### src/hdl/afic_consts.svh
`ifndef AFIC_CONSTS_SVH
`define AFIC_CONSTS_SVH
// ----------------------------------------
// Register offsets
// ----------------------------------------
`define AFIC_OFS_CH6_FILT   8'h33
`define AFIC_OFS_CH7_FILT   8'h34
`define AFIC_OFS_CH8_FILT   8'h35
`define AFIC_OFS_RATE       8'h38
`define AFIC_OFS_ILV        8'h40
`define AFIC_OFS_PHASE      8'h42
// ----------------------------------------
// Field positions
// ----------------------------------------
`define AFIC_HP_ON_BIT      14
`define AFIC_CORNER_HI      13
`define AFIC_CORNER_LO      10
`define AFIC_KIND_HI        9
`define AFIC_KIND_LO        7
`define AFIC_DEC_HI         6
`define AFIC_DEC_LO         4
`define AFIC_ODD_BIT        2
`define AFIC_PATH_BIT       0
`define AFIC_GATE_BIT       15
`define AFIC_PHASE_HI       6
`define AFIC_PHASE_LO       5
// ----------------------------------------
// Writable masks and reset values
// ----------------------------------------
`define AFIC_FILT_MASK      16'h7FF5
`define AFIC_RATE_MASK      16'h0003
`define AFIC_ILV_MASK       16'h80FF
`define AFIC_PHASE_MASK     16'h8060
`define AFIC_RESET_VAL      16'h0000
`define AFIC_ILV_ODD_VAL    16'h8000
`define AFIC_ILV_EVEN_VAL   16'h80FF
`define AFIC_SEL_EVEN       8'hFF
`endif

### src/hdl/afic_pkg.sv
package afic_pkg;
   // Decoded per-channel filter controls
   typedef struct packed {
      logic       highpass_on;
      logic [3:0] highpass_corner;
      logic [2:0] filter_kind;
      logic [2:0] decimation_factor;
      logic       odd_taps;
      logic       filter_path_on;
   } afic_filt_t;
   // Interleave pair selection
   typedef enum logic [1:0] {AFIC_ILV_NONE, AFIC_ILV_ODD, AFIC_ILV_EVEN, AFIC_ILV_CUSTOM} afic_ilv_t;
endpackage

### src/hdl/afic_filt_dec.sv
`timescale 1ns/10ps
`include "afic_consts.svh"
// ----------------------------------------
// Filter word field splitter
// ----------------------------------------
module afic_filt_dec
(
   input  wire logic [15:0]         word,  // Stored filter word
   output afic_pkg::afic_filt_t     flds   // Decoded fields
);
   // Pure slicing with no storage; the owner registers the result
   always_comb
   begin
      flds.highpass_on       = word[`AFIC_HP_ON_BIT];
      flds.highpass_corner   = word[`AFIC_CORNER_HI:`AFIC_CORNER_LO];
      flds.filter_kind       = word[`AFIC_KIND_HI:`AFIC_KIND_LO];
      flds.decimation_factor = word[`AFIC_DEC_HI:`AFIC_DEC_LO];
      flds.odd_taps          = word[`AFIC_ODD_BIT];
      flds.filter_path_on    = word[`AFIC_PATH_BIT];
   end
endmodule

### src/hdl/afic_regs.sv
// Function
// - Bit 14 enables channel high-pass filter
// - Bits 13:10 set high-pass corner
// - Bits 9:7 choose filter kind
// - Bits 6:4 set decimation factor
// - Bit 2 selects odd-tap filter variant
// - Bit 0 routes samples through filter
// - Rate register low two bits pick rate
// - Rate and phase registers reset to zero
// - Interleave selector acts only with bit 15
// - Value 8000 interleaves odd inputs
// - Value 80FF interleaves even inputs
// - Phase bit 15 gates phase field
// - Phase field sets bit clock phase
`timescale 1ns/10ps
`include "afic_consts.svh"
module afic_regs
(
   input  wire logic                 core_clk,          // 25 MHz clock
   input  wire logic                 rst,               // Synchronous reset, active high
   input  wire logic [7:0]           reg_addr,          // Register offset
   input  wire logic [15:0]          reg_wdata,         // Write data
   input  wire logic                 reg_wr,            // Write strobe
   input  wire logic                 reg_rd,            // Read strobe
   output logic      [15:0]          reg_rdata,         // Read data, cycle after strobe
   output afic_pkg::afic_filt_t      filt_chan6,        // Channel 6 filter controls
   output afic_pkg::afic_filt_t      filt_chan7,        // Channel 7 filter controls
   output afic_pkg::afic_filt_t      filt_chan8,        // Channel 8 filter controls
   output logic      [1:0]           output_rate,       // Output rate code
   output logic                      interleave_on,     // Odd/even selector in force
   output logic      [7:0]           interleave_sel,    // Effective selector
   output afic_pkg::afic_ilv_t       interleave_pair,   // Decoded pair choice
   output logic                      phase_prog_on,     // Phase programming in force
   output logic      [1:0]           serial_bit_clock_out_phase // Effective bit clock phase
);
   // ----------------------------------------
   // Storage
   // ----------------------------------------
   logic [15:0]          filt_q [3];            // Channel 6..8 filter words
   logic [15:0]          rate_q;                // Output rate word
   logic [15:0]          ilv_q;                 // Interleave word
   logic [15:0]          phase_q;               // Phase word
   logic [15:0]          rdata_d;               // Read mux result
   afic_pkg::afic_filt_t dec_w [3];             // Decoded filter fields

   // Offset of filter word index i
   function automatic logic [7:0] filt_ofs(input int i);
      filt_ofs = `AFIC_OFS_CH6_FILT + 8'(i);
   endfunction

   // Address hits the given offset
   function automatic logic hit(input logic [7:0] a, input logic [7:0] o);
      hit = (a == o);
   endfunction

   // ----------------------------------------
   // Filter words, one per channel
   // ----------------------------------------
   // Reserved bits are masked off so read-back stays clean even if software slips
   genvar gi;
   generate
      for (gi = 0; gi < 3; gi++)
      begin : g_filt
         always_ff @(posedge core_clk)
         begin
            if (rst)
               filt_q[gi] <= `AFIC_RESET_VAL;
            else if (reg_wr && hit(reg_addr, filt_ofs(gi)))
               filt_q[gi] <= reg_wdata & `AFIC_FILT_MASK;
         end
         afic_filt_dec u_dec
         (
            .word (filt_q[gi]),
            .flds (dec_w[gi])
         );
      end
   endgenerate

   // ----------------------------------------
   // Rate register
   // ----------------------------------------
   always_ff @(posedge core_clk)
   begin
      if (rst)
         rate_q <= `AFIC_RESET_VAL;
      else if (reg_wr && hit(reg_addr, `AFIC_OFS_RATE))
         rate_q <= reg_wdata & `AFIC_RATE_MASK;
   end

   // ----------------------------------------
   // Interleave register
   // ----------------------------------------
   // Zero at reset keeps the selector disabled until software sets it up
   always_ff @(posedge core_clk)
   begin
      if (rst)
         ilv_q <= `AFIC_RESET_VAL;
      else if (reg_wr && hit(reg_addr, `AFIC_OFS_ILV))
         ilv_q <= reg_wdata & `AFIC_ILV_MASK;
   end

   // ----------------------------------------
   // Phase register
   // ----------------------------------------
   always_ff @(posedge core_clk)
   begin
      if (rst)
         phase_q <= `AFIC_RESET_VAL;
      else if (reg_wr && hit(reg_addr, `AFIC_OFS_PHASE))
         phase_q <= reg_wdata & `AFIC_PHASE_MASK;
   end

   // ----------------------------------------
   // Read path
   // ----------------------------------------
   // Unmapped offsets read zero
   always_comb
   begin
      rdata_d = 16'h0000;
      if (hit(reg_addr, `AFIC_OFS_CH6_FILT))
         rdata_d = filt_q[0];
      else if (hit(reg_addr, `AFIC_OFS_CH7_FILT))
         rdata_d = filt_q[1];
      else if (hit(reg_addr, `AFIC_OFS_CH8_FILT))
         rdata_d = filt_q[2];
      else if (hit(reg_addr, `AFIC_OFS_RATE))
         rdata_d = rate_q;
      else if (hit(reg_addr, `AFIC_OFS_ILV))
         rdata_d = ilv_q;
      else if (hit(reg_addr, `AFIC_OFS_PHASE))
         rdata_d = phase_q;
   end

   // Read data holds only in the cycle after the strobe
   always_ff @(posedge core_clk)
   begin
      if (rst)
         reg_rdata <= 16'h0000;
      else if (reg_rd)
         reg_rdata <= rdata_d;
      else
         reg_rdata <= 16'h0000;
   end

   // ----------------------------------------
   // Filter control outputs
   // ----------------------------------------
   always_ff @(posedge core_clk)
   begin
      if (rst)
      begin
         filt_chan6 <= '0;
         filt_chan7 <= '0;
         filt_chan8 <= '0;
      end
      else
      begin
         filt_chan6 <= dec_w[0];
         filt_chan7 <= dec_w[1];
         filt_chan8 <= dec_w[2];
      end
   end

   // ----------------------------------------
   // Rate output
   // ----------------------------------------
   // Code meaning depends on filter kind, which the datapath resolves
   always_ff @(posedge core_clk)
   begin
      if (rst)
         output_rate <= 2'h0;
      else
         output_rate <= rate_q[1:0];
   end

   // ----------------------------------------
   // Interleave outputs
   // ----------------------------------------
   always_ff @(posedge core_clk)
   begin
      if (rst)
      begin
         interleave_on   <= 1'b0;
         interleave_sel  <= 8'h00;
         interleave_pair <= afic_pkg::AFIC_ILV_NONE;
      end
      else
      begin
         interleave_on  <= ilv_q[`AFIC_GATE_BIT];
         interleave_sel <= ilv_q[`AFIC_GATE_BIT] ? ilv_q[7:0] : 8'h00;
         if (ilv_q == `AFIC_ILV_ODD_VAL)
            interleave_pair <= afic_pkg::AFIC_ILV_ODD;
         else if (ilv_q == `AFIC_ILV_EVEN_VAL)
            interleave_pair <= afic_pkg::AFIC_ILV_EVEN;
         else if (ilv_q[`AFIC_GATE_BIT])
            interleave_pair <= afic_pkg::AFIC_ILV_CUSTOM;
         else
            interleave_pair <= afic_pkg::AFIC_ILV_NONE;
      end
   end

   // ----------------------------------------
   // Bit clock phase outputs
   // ----------------------------------------
   // Gated field forced to zero so the serializer sees default phase when disabled
   always_ff @(posedge core_clk)
   begin
      if (rst)
      begin
         phase_prog_on              <= 1'b0;
         serial_bit_clock_out_phase <= 2'h0;
      end
      else
      begin
         phase_prog_on              <= phase_q[`AFIC_GATE_BIT];
         serial_bit_clock_out_phase <= phase_q[`AFIC_GATE_BIT] ?
                                       phase_q[`AFIC_PHASE_HI:`AFIC_PHASE_LO] : 2'h0;
      end
   end

   // ----------------------------------------
   // Assertions
   // ----------------------------------------
   // Rate code clears on reset
   a_rate_reset: assert property (@(posedge core_clk) rst |=> output_rate == 2'h0)
      else $error("rate not zero after reset");

   // Phase word clears on reset
   a_phase_reset: assert property (@(posedge core_clk) rst |=> phase_q == 16'h0000)
      else $error("phase word not zero after reset");

   // Word lands on the first edge, output on the second
   a_rate_write: assert property (@(posedge core_clk) disable iff (rst)
      reg_wr && reg_addr == `AFIC_OFS_RATE |=> ##1 output_rate == $past(reg_wdata[1:0], 2))
      else $error("rate output does not follow write");

   // High-pass enable of channel 6 follows its word
   a_hp_follow: assert property (@(posedge core_clk) disable iff (rst)
      reg_wr && reg_addr == `AFIC_OFS_CH6_FILT |=> ##1 filt_chan6.highpass_on == $past(reg_wdata[14], 2))
      else $error("high-pass enable mismatch");

   // Corner of channel 7 follows its word
   a_corner_follow: assert property (@(posedge core_clk) disable iff (rst)
      reg_wr && reg_addr == `AFIC_OFS_CH7_FILT |=> ##1 filt_chan7.highpass_corner == $past(reg_wdata[13:10], 2))
      else $error("corner mismatch");

   // Filter kind of channel 8 follows its word
   a_kind_follow: assert property (@(posedge core_clk) disable iff (rst)
      reg_wr && reg_addr == `AFIC_OFS_CH8_FILT |=> ##1 filt_chan8.filter_kind == $past(reg_wdata[9:7], 2))
      else $error("filter kind mismatch");

   // Decimation of channel 6 follows its word
   a_dec_follow: assert property (@(posedge core_clk) disable iff (rst)
      reg_wr && reg_addr == `AFIC_OFS_CH6_FILT |=> ##1 filt_chan6.decimation_factor == $past(reg_wdata[6:4], 2))
      else $error("decimation mismatch");

   // Odd-tap choice and filter path of channel 7 follow its word
   a_odd_follow: assert property (@(posedge core_clk) disable iff (rst)
      reg_wr && reg_addr == `AFIC_OFS_CH7_FILT |=> ##1 filt_chan7.odd_taps == $past(reg_wdata[2], 2) &&
      filt_chan7.filter_path_on == $past(reg_wdata[0], 2))
      else $error("odd tap or path mismatch");

   // Selector and pair stay idle while the gate is clear
   a_ilv_gate: assert property (@(posedge core_clk) disable iff (rst)
      !interleave_on |-> interleave_sel == 8'h00 && interleave_pair == afic_pkg::AFIC_ILV_NONE)
      else $error("selector active while gate clear");

   // Exact odd code picks the odd inputs
   a_ilv_odd: assert property (@(posedge core_clk) disable iff (rst)
      reg_wr && reg_addr == `AFIC_OFS_ILV && reg_wdata == `AFIC_ILV_ODD_VAL ##1 !reg_wr
      |=> interleave_pair == afic_pkg::AFIC_ILV_ODD)
      else $error("odd pair not selected");

   // Exact even code picks the even inputs
   a_ilv_even: assert property (@(posedge core_clk) disable iff (rst)
      reg_wr && reg_addr == `AFIC_OFS_ILV && reg_wdata == `AFIC_ILV_EVEN_VAL ##1 !reg_wr
      |=> interleave_pair == afic_pkg::AFIC_ILV_EVEN && interleave_sel == `AFIC_SEL_EVEN)
      else $error("even pair not selected");

   // Phase field has no effect while its gate is clear
   a_phase_gate: assert property (@(posedge core_clk) disable iff (rst)
      !phase_prog_on |-> serial_bit_clock_out_phase == 2'h0)
      else $error("phase active while gate clear");

   // Gated phase write reaches the bit clock phase output
   a_phase_follow: assert property (@(posedge core_clk) disable iff (rst)
      reg_wr && reg_addr == `AFIC_OFS_PHASE && reg_wdata[15] |=> ##1
      serial_bit_clock_out_phase == $past(reg_wdata[6:5], 2))
      else $error("phase field not applied");

   // Read straight after a write returns the new word
   a_readback: assert property (@(posedge core_clk) disable iff (rst)
      reg_wr && reg_addr == `AFIC_OFS_ILV ##1 reg_rd && reg_addr == `AFIC_OFS_ILV
      |=> reg_rdata == ($past(reg_wdata, 2) & `AFIC_ILV_MASK))
      else $error("read-back mismatch");

   // Read data is zero outside its slot
   a_rd_idle: assert property (@(posedge core_clk) disable iff (rst)
      !reg_rd |=> reg_rdata == 16'h0000)
      else $error("read data outside read slot");

   // ----------------------------------------
   // Cover points
   // ----------------------------------------
   c_odd_pair: cover property (@(posedge core_clk) interleave_pair == afic_pkg::AFIC_ILV_ODD);
   c_even_pair: cover property (@(posedge core_clk) interleave_pair == afic_pkg::AFIC_ILV_EVEN);
   c_phase_on: cover property (@(posedge core_clk) phase_prog_on && serial_bit_clock_out_phase == 2'h3);
   c_filter_on: cover property (@(posedge core_clk) filt_chan8.filter_path_on && filt_chan8.highpass_on);
endmodule

### config.mk
export PLATFORM = sky130hd
export DESIGN_NAME = afic_regs
export DESIGN_NICKNAME = d
export VERILOG_FILES = /design/src/hdl/afic_pkg.sv /design/src/hdl/afic_filt_dec.sv /design/src/hdl/afic_regs.sv
export VERILOG_INCLUDE_DIRS = /design/src /design/src/hdl
export SDC_FILE = /design/constraint.sdc
export NUM_CORES = 1
export LEC_CHECK = 0
export BUFFER_PORTS_ARGS = -buffer_cell sky130_fd_sc_hd__buf_2
export CAP_MARGIN = 5
export CORE_MARGIN = 3
export CORE_UTILIZATION = 53
export CTS_CLUSTER_DIAMETER = 100
export CTS_CLUSTER_SIZE = 10
export DETAILED_ROUTE_END_ITERATION = 8
export HOLD_SLACK_MARGIN = 0.06
export PLACE_DENSITY_LB_ADDON = 0.3
export SYNTH_ARGS = -nofsm -noshare
export SYNTH_HDL_FRONTEND = slang
export SYNTH_SLANG_ARGS = --single-unit
### constraint.sdc
create_clock -name core_clk -period 2.4 [get_ports core_clk]
set_clock_uncertainty 0.1 [all_clocks]
set_input_delay 0.36 -clock core_clk [delete_from_list [all_inputs] [get_ports core_clk]]
set_output_delay 0.36 -clock core_clk [all_outputs]
set_load 0.1 [all_outputs]
* Word-level counts from Yosys, hierarchy flattened
Memory sizes are Yosys's and may differ from the RTL's.
Cells that the tools add are included.
** Operators by class
- Divide/modulo/power cells :: 0
- Equal/unequal tests :: 8
- Muxes and demuxes :: 23
- $mul :: 0
- $lt $le $gt $ge :: 0
- Bitwise operators :: 6
- Shift operators :: 0
- Reduce and logical (&&, ||, !) cells :: 10
- $add $sub $neg :: 0
** Operators with widths (count)
- $mux W16 :: 6
- $mux W13 :: 3
- $eq A8 B6 Y1 const B :: 4
- $eq A9 B9 Y1 const B :: 2
- $eq A8 B7 Y1 const B :: 2
- $mux W1 :: 12
- $reduce_or A2 Y1 :: 4
- $logic_and A1 B1 Y1 :: 6
- $mux W2 :: 2
- $not A1 Y1 :: 3
- $or A1 B1 Y1 :: 3
** Storage, ports and cells
- Bits in read-only memories :: 0
- Memory bits (writable) :: 39
- Output and inout port bits :: 71
- Bits of input ports :: 28
- Bits in latches :: 0
- Word-level logic and storage cells :: 77
- Memories :: 1
- Register bits :: 85
** Memories
- filt_q :: depth 3, width 13, read ports 3, clocked after memory_dff 0, write ports 3, line afic_regs.sv:39 : logic [15:0] filt_q [3];

* Longest topological paths before layout
Gate-level depths: netlist of run 1.
- Depth after elaboration :: 7
- Depth in mapped cells :: 7
- Gate-level depth less buffers :: 4

* Modules after synthesis
A second synthesis of run 1 with hierarchy kept.
** Unflattened totals
- Cells, all modules :: 417
- Area, all modules :: 4709.5 um2
** Modules (own cells, without submodules)
- afic_regs :: area an instance 4416.7 um2, seq. area each 2872.8 um2, times used 1, cells an instance 378
- afic_filt_dec :: area an instance 97.6 um2, seq. area each 0.0 um2, times used 3, cells an instance 13

* Worst setup path after synthesis of run 1
OpenSTA, ideal clock, no wires.
- Kind :: in2reg
- From :: input port reg_addr[0]
- To :: memory filt_q[2][0] (netlist bit), enable pin
- Path slack :: 0.435 ns
- Data arrival time :: 1.514 ns
- Required time :: 1.948 ns
- Library setup time :: 0.352 ns
- Path buffers :: 2
- Stages on the path :: 5
- Cell sequence :: buf_2 > and4bb_1 > and2_1 > clkbuf_1 > a21o_1
** RTL lines
- start, declared :: line afic_regs.sv:21 : input wire logic [7:0] reg_addr,
- end, declared :: line afic_regs.sv:39

* Worst setup path after layout of run 1
- From :: register reg_rdata[6]
- To :: output port reg_rdata[6]
** RTL lines
- start, declared :: line afic_regs.sv:25 : output logic [15:0] reg_rdata,
- start signal, assigned :: line afic_regs.sv:140 : reg_rdata <= rdata_d;
No word-level cell between the ends.

==> results of run 1 <==
==> stage by stage <==
stage / hold WS [ns] / total power [W]
2_1_floorplan: 0.3433 / 0.002649
6_report: 0.1321 / 0.005185
3_5_place_dp: 0.3735 / 0.002759
4_1_cts: 0.09719 / 0.005213
5_1_grt: 0.1271 / 0.005338
3_3_place_gp: 0.3726 / 0.002753
==> cell families (layout without fill, tap and decap cells) <==
| logic type | Yosys count | after routing | synth area share [%] |
|---|---|---|---|
| compound gates | 49 | 49 | 8.051 |
| buf+inv | 26 | 161 | 2.777 |
| flops | 124 | 124 | 64.40 |
| mux | 7 | 7 | 1.627 |
| simple gates | 176 | 176 | 23.14 |
==> synthesized netlist by cell type (2+ instances only) <==
library cell  number  area, µm²
dfxtp_1           85       1702
and2_1            51      319.1
nor2b_1           44      275.3
edfxtp_1          39       1171
nor2_1            22      82.58
nand2_1           18      67.56
nand3_1           16      80.08
a21oi_1           12      60.06
a22oi_1           12      90.09
clkbuf_1          12      45.04
buf_2              9      45.04
a22o_1             7      61.31
mux2i_1            5      50.05
a221o_1            4      40.04
nand4_1            4      25.02
nor3_1             4      20.02
nand2b_1           3      18.77
o22ai_1            3      18.77
a21o_1             2      15.01
a31o_2             2      17.52
and3_1             2      12.51
and4bb_2           2      25.02
buf_4              2      15.01
inv_1              2      7.510
mux2_2             2      22.52
nand3b_1           2      15.01
nor4_1             2      12.51
==> layer usage <==
layer  routed length (µm)  part of all wire, %  vias up  global-route usage [%]
met5                    0                    0        -                       0
met2                 5105                   49      154                   36.37
met3                  814                  7.7       28                   6.571
li1                     -                    -     1570                       -
met4                  296                  2.8        0                   12.99
met1                 4297                   41     1566                   27.92
==> layout make-up <==
type / instances / area [µm²] / area share (%)
Clock inverter: 11 / 103.9 / 1.789
Clock buffer: 21 / 481.7 / 8.297
Sequential cell: 124 / 2873 / 49.48
Inverter: 2 / 7.507 / 0.1293
Tap cell: 102 / 127.6 / 2.198
Timing Repair Buffer: 127 / 748.2 / 12.89
Multi-Input combinational cell: 232 / 1464 / 25.22
==> what timing repair did <==
item,4_1_cts,5_1_grt
hold buffers,16,0
setup buffers,0,0
endpoints found under the hold margin,31,0
==> sequential cells by signal, indices dropped and copies added (netlist names) <==
register                    count
interleave_sel                  8
interleave_on                   1
rate_q                          2
filt_chan7                     13
output_rate                     2
interleave_pair                 2
filt_q                         39
serial_bit_clock_out_phase      2
filt_chan6                     13
phase_q                         3
ilv_q                           9
filt_chan8                     13
phase_prog_on                   1
reg_rdata                      16
==> report_power, final <==
| part | internal (W) | switching (W) |
|---|---|---|
| Clock | 0.00153 | 0.000916 |
| Combinational | 0.000101 | 0.000378 |
| Sequential | 0.00223 | 0.0000288 |
==> final timing paths <==
check                        to  depth (start not counted)
hold reg to reg   filt_chan8[5]                          1
setup / recovery   reg_rdata[6]                          1
setup reg to reg   reg_rdata[5]                          4
hold / removal    reg_rdata[15]                          4
==> worst reg2reg max path, delay by kind of cell (launching register included) <==
kind	cells	cell delay (ns)
simple gates	1	0.07
mux	1	0.19
flops	1	0.43
compound gates	2	0.50
==> metrics.txt, run 1 <==
dpl cell area=0.005060 mm²; routed vias/inst=5.360; placement-stage worst setup slack=0.4300 ns; crit path buf inv count=1; full die area=0.009553 mm²; total wire length=10,510 µm; fin worst setup slack=0.6513 ns; VDD IR max=0.0007193 V; Max Cap Viol=0; worst path required time=1.94 ns; Routed Antenna Nets=0; clock slew at the register clock pins of the worst setup and hold paths=0.06 ns; io pins=99; Worst path slowest cell=buf_2; Hold Crit Class=in -> reg; DRT Pass-1 Iters=4; Non-Filler Instances=619; share of layout cells above drive strength 1=29.40%; RD Place Congestion=0.8705; wire per inst=16.99 µm; CP top delay family=buffers and inverters; final hold violations=0; synthesized instance count=382; crit path DAT=1.29 ns; number of remaining DRC errors=0; Synth cell types=41; H-tree depth=4; leading cell type in the layout, fill and taps excluded=buf_2; Critical R2R Launch=ilv_q[5]; fin crit period=1.749 ns; Total Nets Final=532; outcome=completed; # rows=32; Power per Cell Area=893.1 mW/mm²; DRT iter0 DRCs=225; post-layout util=73.23%; vias in the first global route=3,268; FILL cells=562; Crit. End Element=output port; DP HPWL=7024 µm; Die Ht=97.74 µm; Final Cell Area=0.005806 mm²; initial antenna violation count=0; CTS Buf Count=17; Setup violations, final=0; critical path peak fanout=1; DP Cell Count=571; Die X-Extent=97.74 µm; largest net degree at the start of global routing=28; Final period util=72.86%; synthesis-to-finish area growth=30.15%; main flop type after synthesis=dfxtp_1; Final Max Slew Viols=0; Bufs on Longest Clock Path=2; reg2reg setup slack=1.02 ns; core area=0.007928 mm²; Worst path max stage delay=0.43 ns; CTS Sinks=124; Post-synth EDFFs=39; sequential share of the synthesized area=64.40%; Ys Warns=0; worst slew pin tran=0.5771 ns; diode count=0; Initial Utilization=56.27%; Hold Crit Start=reg_addr[7]; Slew HR=61.45%; CTS tree=yes; Critical Path Source=reg_rdata[6]; Post-Synthesis Cell Area=0.004461 mm²; GRT overflow=0; Syn Area/Cell=11.68 µm²; first-pass GRT wire length=16,890 µm; crit-path cells=buf_2; Fin Setup TNS=0 ns; Fmax=571.9 MHz; Synth Register Bits=124; Syn Nets=410; Total Routing Usage GR=22.85%; RSZ-0062 raised after global routing=no; via count=3,318; CTS Root Cell=clkbuf_8; commonest cells after routing, fill and taps aside=buf_2, dfxtp_1, and2_1, nor2b_1, edfxtp_1; CP Class=reg -> out; Pleak=2.427 nW; input/output buffers=98; startpoint types=register; Async SR Flop Fraction=0%; post-CTS resize count=0; Worst-Skew Late Latency=0.51 ns
Note: power is estimated with default switching activity, not from simulation.
==> run 2, diff against run 1 <==
- ABC_AREA: not set -> 1
- clock period: 2.4 -> 1.7 ns (I/O delays scaled with it)
==> run 2 against run 1 <==
Against the previous run: final area up 2.6%; final cell count up 18%; register-to-register slack worse by 0.57 ns; critical endpoint is now filt_chan8[5]; clock power up 51%; die area up 0.81%; combinational power up 49%; largest power group unchanged; first-iteration DRC count up 71%; sequential share of layout area down 1.2 points.
==> metrics.txt, run 2 <==
GRT overflow=0; via count=3,751; switching share of power=25.34%; RD Place Congestion=0.8814; share of layout cells above drive strength 1=27.32%; Routed Antenna Nets=0; Metal-1 WL=4572 µm; Setup violations, final=0; Synth cell types=29; crit-path cells=buf_2; fin crit period=1.646 ns; Post-Synthesis Cell Area=0.004499 mm²; FILL cells=527; post-CTS resize count=0; Total Nets Final=641; crit path buf inv count=1; Initial Utilization=56.47%; CTS Sinks=124; Max Cap Viol=0; Worst Reg-to-Reg Cells=3; clock slew at the register clock pins of the worst setup and hold paths=0.06 ns; vias in the first global route=3,765; top cell type by total area after synthesis=dfxtp_1; Post-synth EDFFs=39; main flop type after synthesis=dfxtp_1; Synth Register Bits=124; RR Endpoint=interleave_pair[0]; input/output buffers=98; routed vias/inst=5.152; Slew HR=66.46%; # rows=32; CTS Root Cell=clkbuf_8; Hold Crit Start=reg_addr[3]; first-pass GRT wire length=18,640 µm; Die Ht=98.14 µm; DR WL met2=5524 µm; cts hold-fix bufs=19; largest net degree at the start of global routing=26; Total Routing Usage GR=24.75%; Power Internal=0.005678 W; Hold Path Depth=5; Pleak=2.866 nW; wire per inst=15.84 µm; Async SR Flop Fraction=0%; VDD IR max=0.0008964 V; DP Cell Count=677; DRT Pass-1 Iters=5; reg2reg setup slack=0.45 ns; Ys Warns=0; final hold violations=0; sequential share of the synthesized area=63.85%; synth top area cells=dfxtp_1, edfxtp_1, nor2_1; Logic pwr share=9.4%; CP Class=reg -> out; outcome=completed; Worst path slowest cell=buf_2; CTS Buf Count=17; CP top delay family=buffers and inverters; CTS tree=yes; Die X-Extent=98.14 µm; DRT iter0 DRCs=384; Seq pwr share=42.0%; startpoint types=register; Synth top cells by count=nor2_1, dfxtp_1, inv_1, edfxtp_1, nand2_1; crit path DAT=1.29 ns; worst path required time=1.34 ns; number of remaining DRC errors=0; Top Registers=filt_q x39, reg_rdata x16; leading cell type in the layout, fill and taps excluded=nor2_1; Syn Nets=506; Power per Cell Area=1277 mW/mm²; highest routed layer=met4; Worst path max stage delay=0.43 ns; Bufs on Longest Clock Path=2; most common cell in the netlist=nor2_1; Final Max Slew Viols=0; initial antenna violation count=0; Clock power frac=48.6%; Worst Hold End=reg_rdata[1]; Final period util=96.82%; critical path peak fanout=1; diode count=0; H-tree depth=4; Non-Filler Instances=728; synthesis-to-finish area growth=32.34%; switching power=0.001927 W; DP HPWL=7413 µm; total wire length=11,530 µm; full die area=0.009630 mm²; Pwr Total=0.007605 W; Fin Setup TNS=0 ns; io pins=99; Hold Crit Class=in -> reg; RSZ-0062 raised after global routing=no; Critical R2R Launch=ilv_q[1]; Worst-Skew Late Latency=0.52 ns; core area=0.007968 mm²; worst slew pin tran=0.5066 ns; Biggest register=filt_q; Synth top area share=37.82%; met3 WL=1048 µm; Largest register FFs=39; Fmax=607.5 MHz; Crit. End Element=output port; Post-CTS Setup Bufs=0; Syn Area/Cell=9.413 µm²; synthesized instance count=478; commonest cells after routing, fill and taps aside=nor2_1, buf_2, dfxtp_1, inv_1, edfxtp_1
[run 2: layout make-up]
type                       count  area, µm²  area share [%]
inverter                      90      350.3           5.884
sequential                   124       2873           48.25
clock inverter                14      192.7           3.236
tap                          102      127.6           2.143
multi-input combinational    251       1210           20.32
timing repair buffer         129      783.3           13.15
clock buffer                  18      417.9           7.018
[run 2: logic make-up (layout without fill, tap and decap cells)]
kind of cell | Yosys count | count (layout) | share of synthesized area (%)
DFF | 124 | 124 | 63.85
buffers and inverters | 103 | 251 | 9.677
AOI/OAI and AO/OA | 50 | 50 | 5.757
and+or+nand+nor | 201 | 201 | 20.72
[run 2: metal layers]
metal  vias to the layer above  GRT usage [%]
met3                        38          7.643
met1                      1728          30.54
met4                         0          11.66
met2                       217          39.84
met5                         -              0
li1                       1768              -
[run 2: power groups by stage]
stage          clock network, W  logic (W)  registers (W)
4_1_cts                 0.00371   0.000713        0.00319
3_3_place_gp                  0   0.000664        0.00325
3_5_place_dp                  0   0.000672        0.00325
6_report                0.00370   0.000715        0.00319
2_1_floorplan                 0   0.000143        0.00361
5_1_grt                 0.00386   0.000749        0.00320
[run 2: how the worst max path moves through the flow]
stage / from / to / slack (ns) / depth (start not counted)
finish: filt_chan8[5] / filt_chan8[5] / 0.05 / 1
global route: filt_chan8[5] / filt_chan8[5] / 0.03 / 1
CTS: filt_chan7[10] / filt_chan7[10] / 0.05 / 1
detailed placement: reg_addr[6] / filt_q[0][8] / 0.04 / 7
global placement: reg_addr[7] / filt_q[2][10] / 0.10 / 7
floorplan: reg_addr[7] / filt_q[0][0] / 0.06 / 6
[run 2: through the flow]
step	hold slack (ns)	utilization (%)	setup slack (ns)	cell area (µm²)
after floorplan	0.3044	-	0.05713	4518
after global placement	0.3559	64.68	0.1010	5154
after detailed placement	0.3570	64.68	0.03913	5154
after CTS	0.09135	74.73	0.05264	5954
after global routing	0.1161	74.73	0.02550	5954
final	0.1092	74.73	0.05403	5954
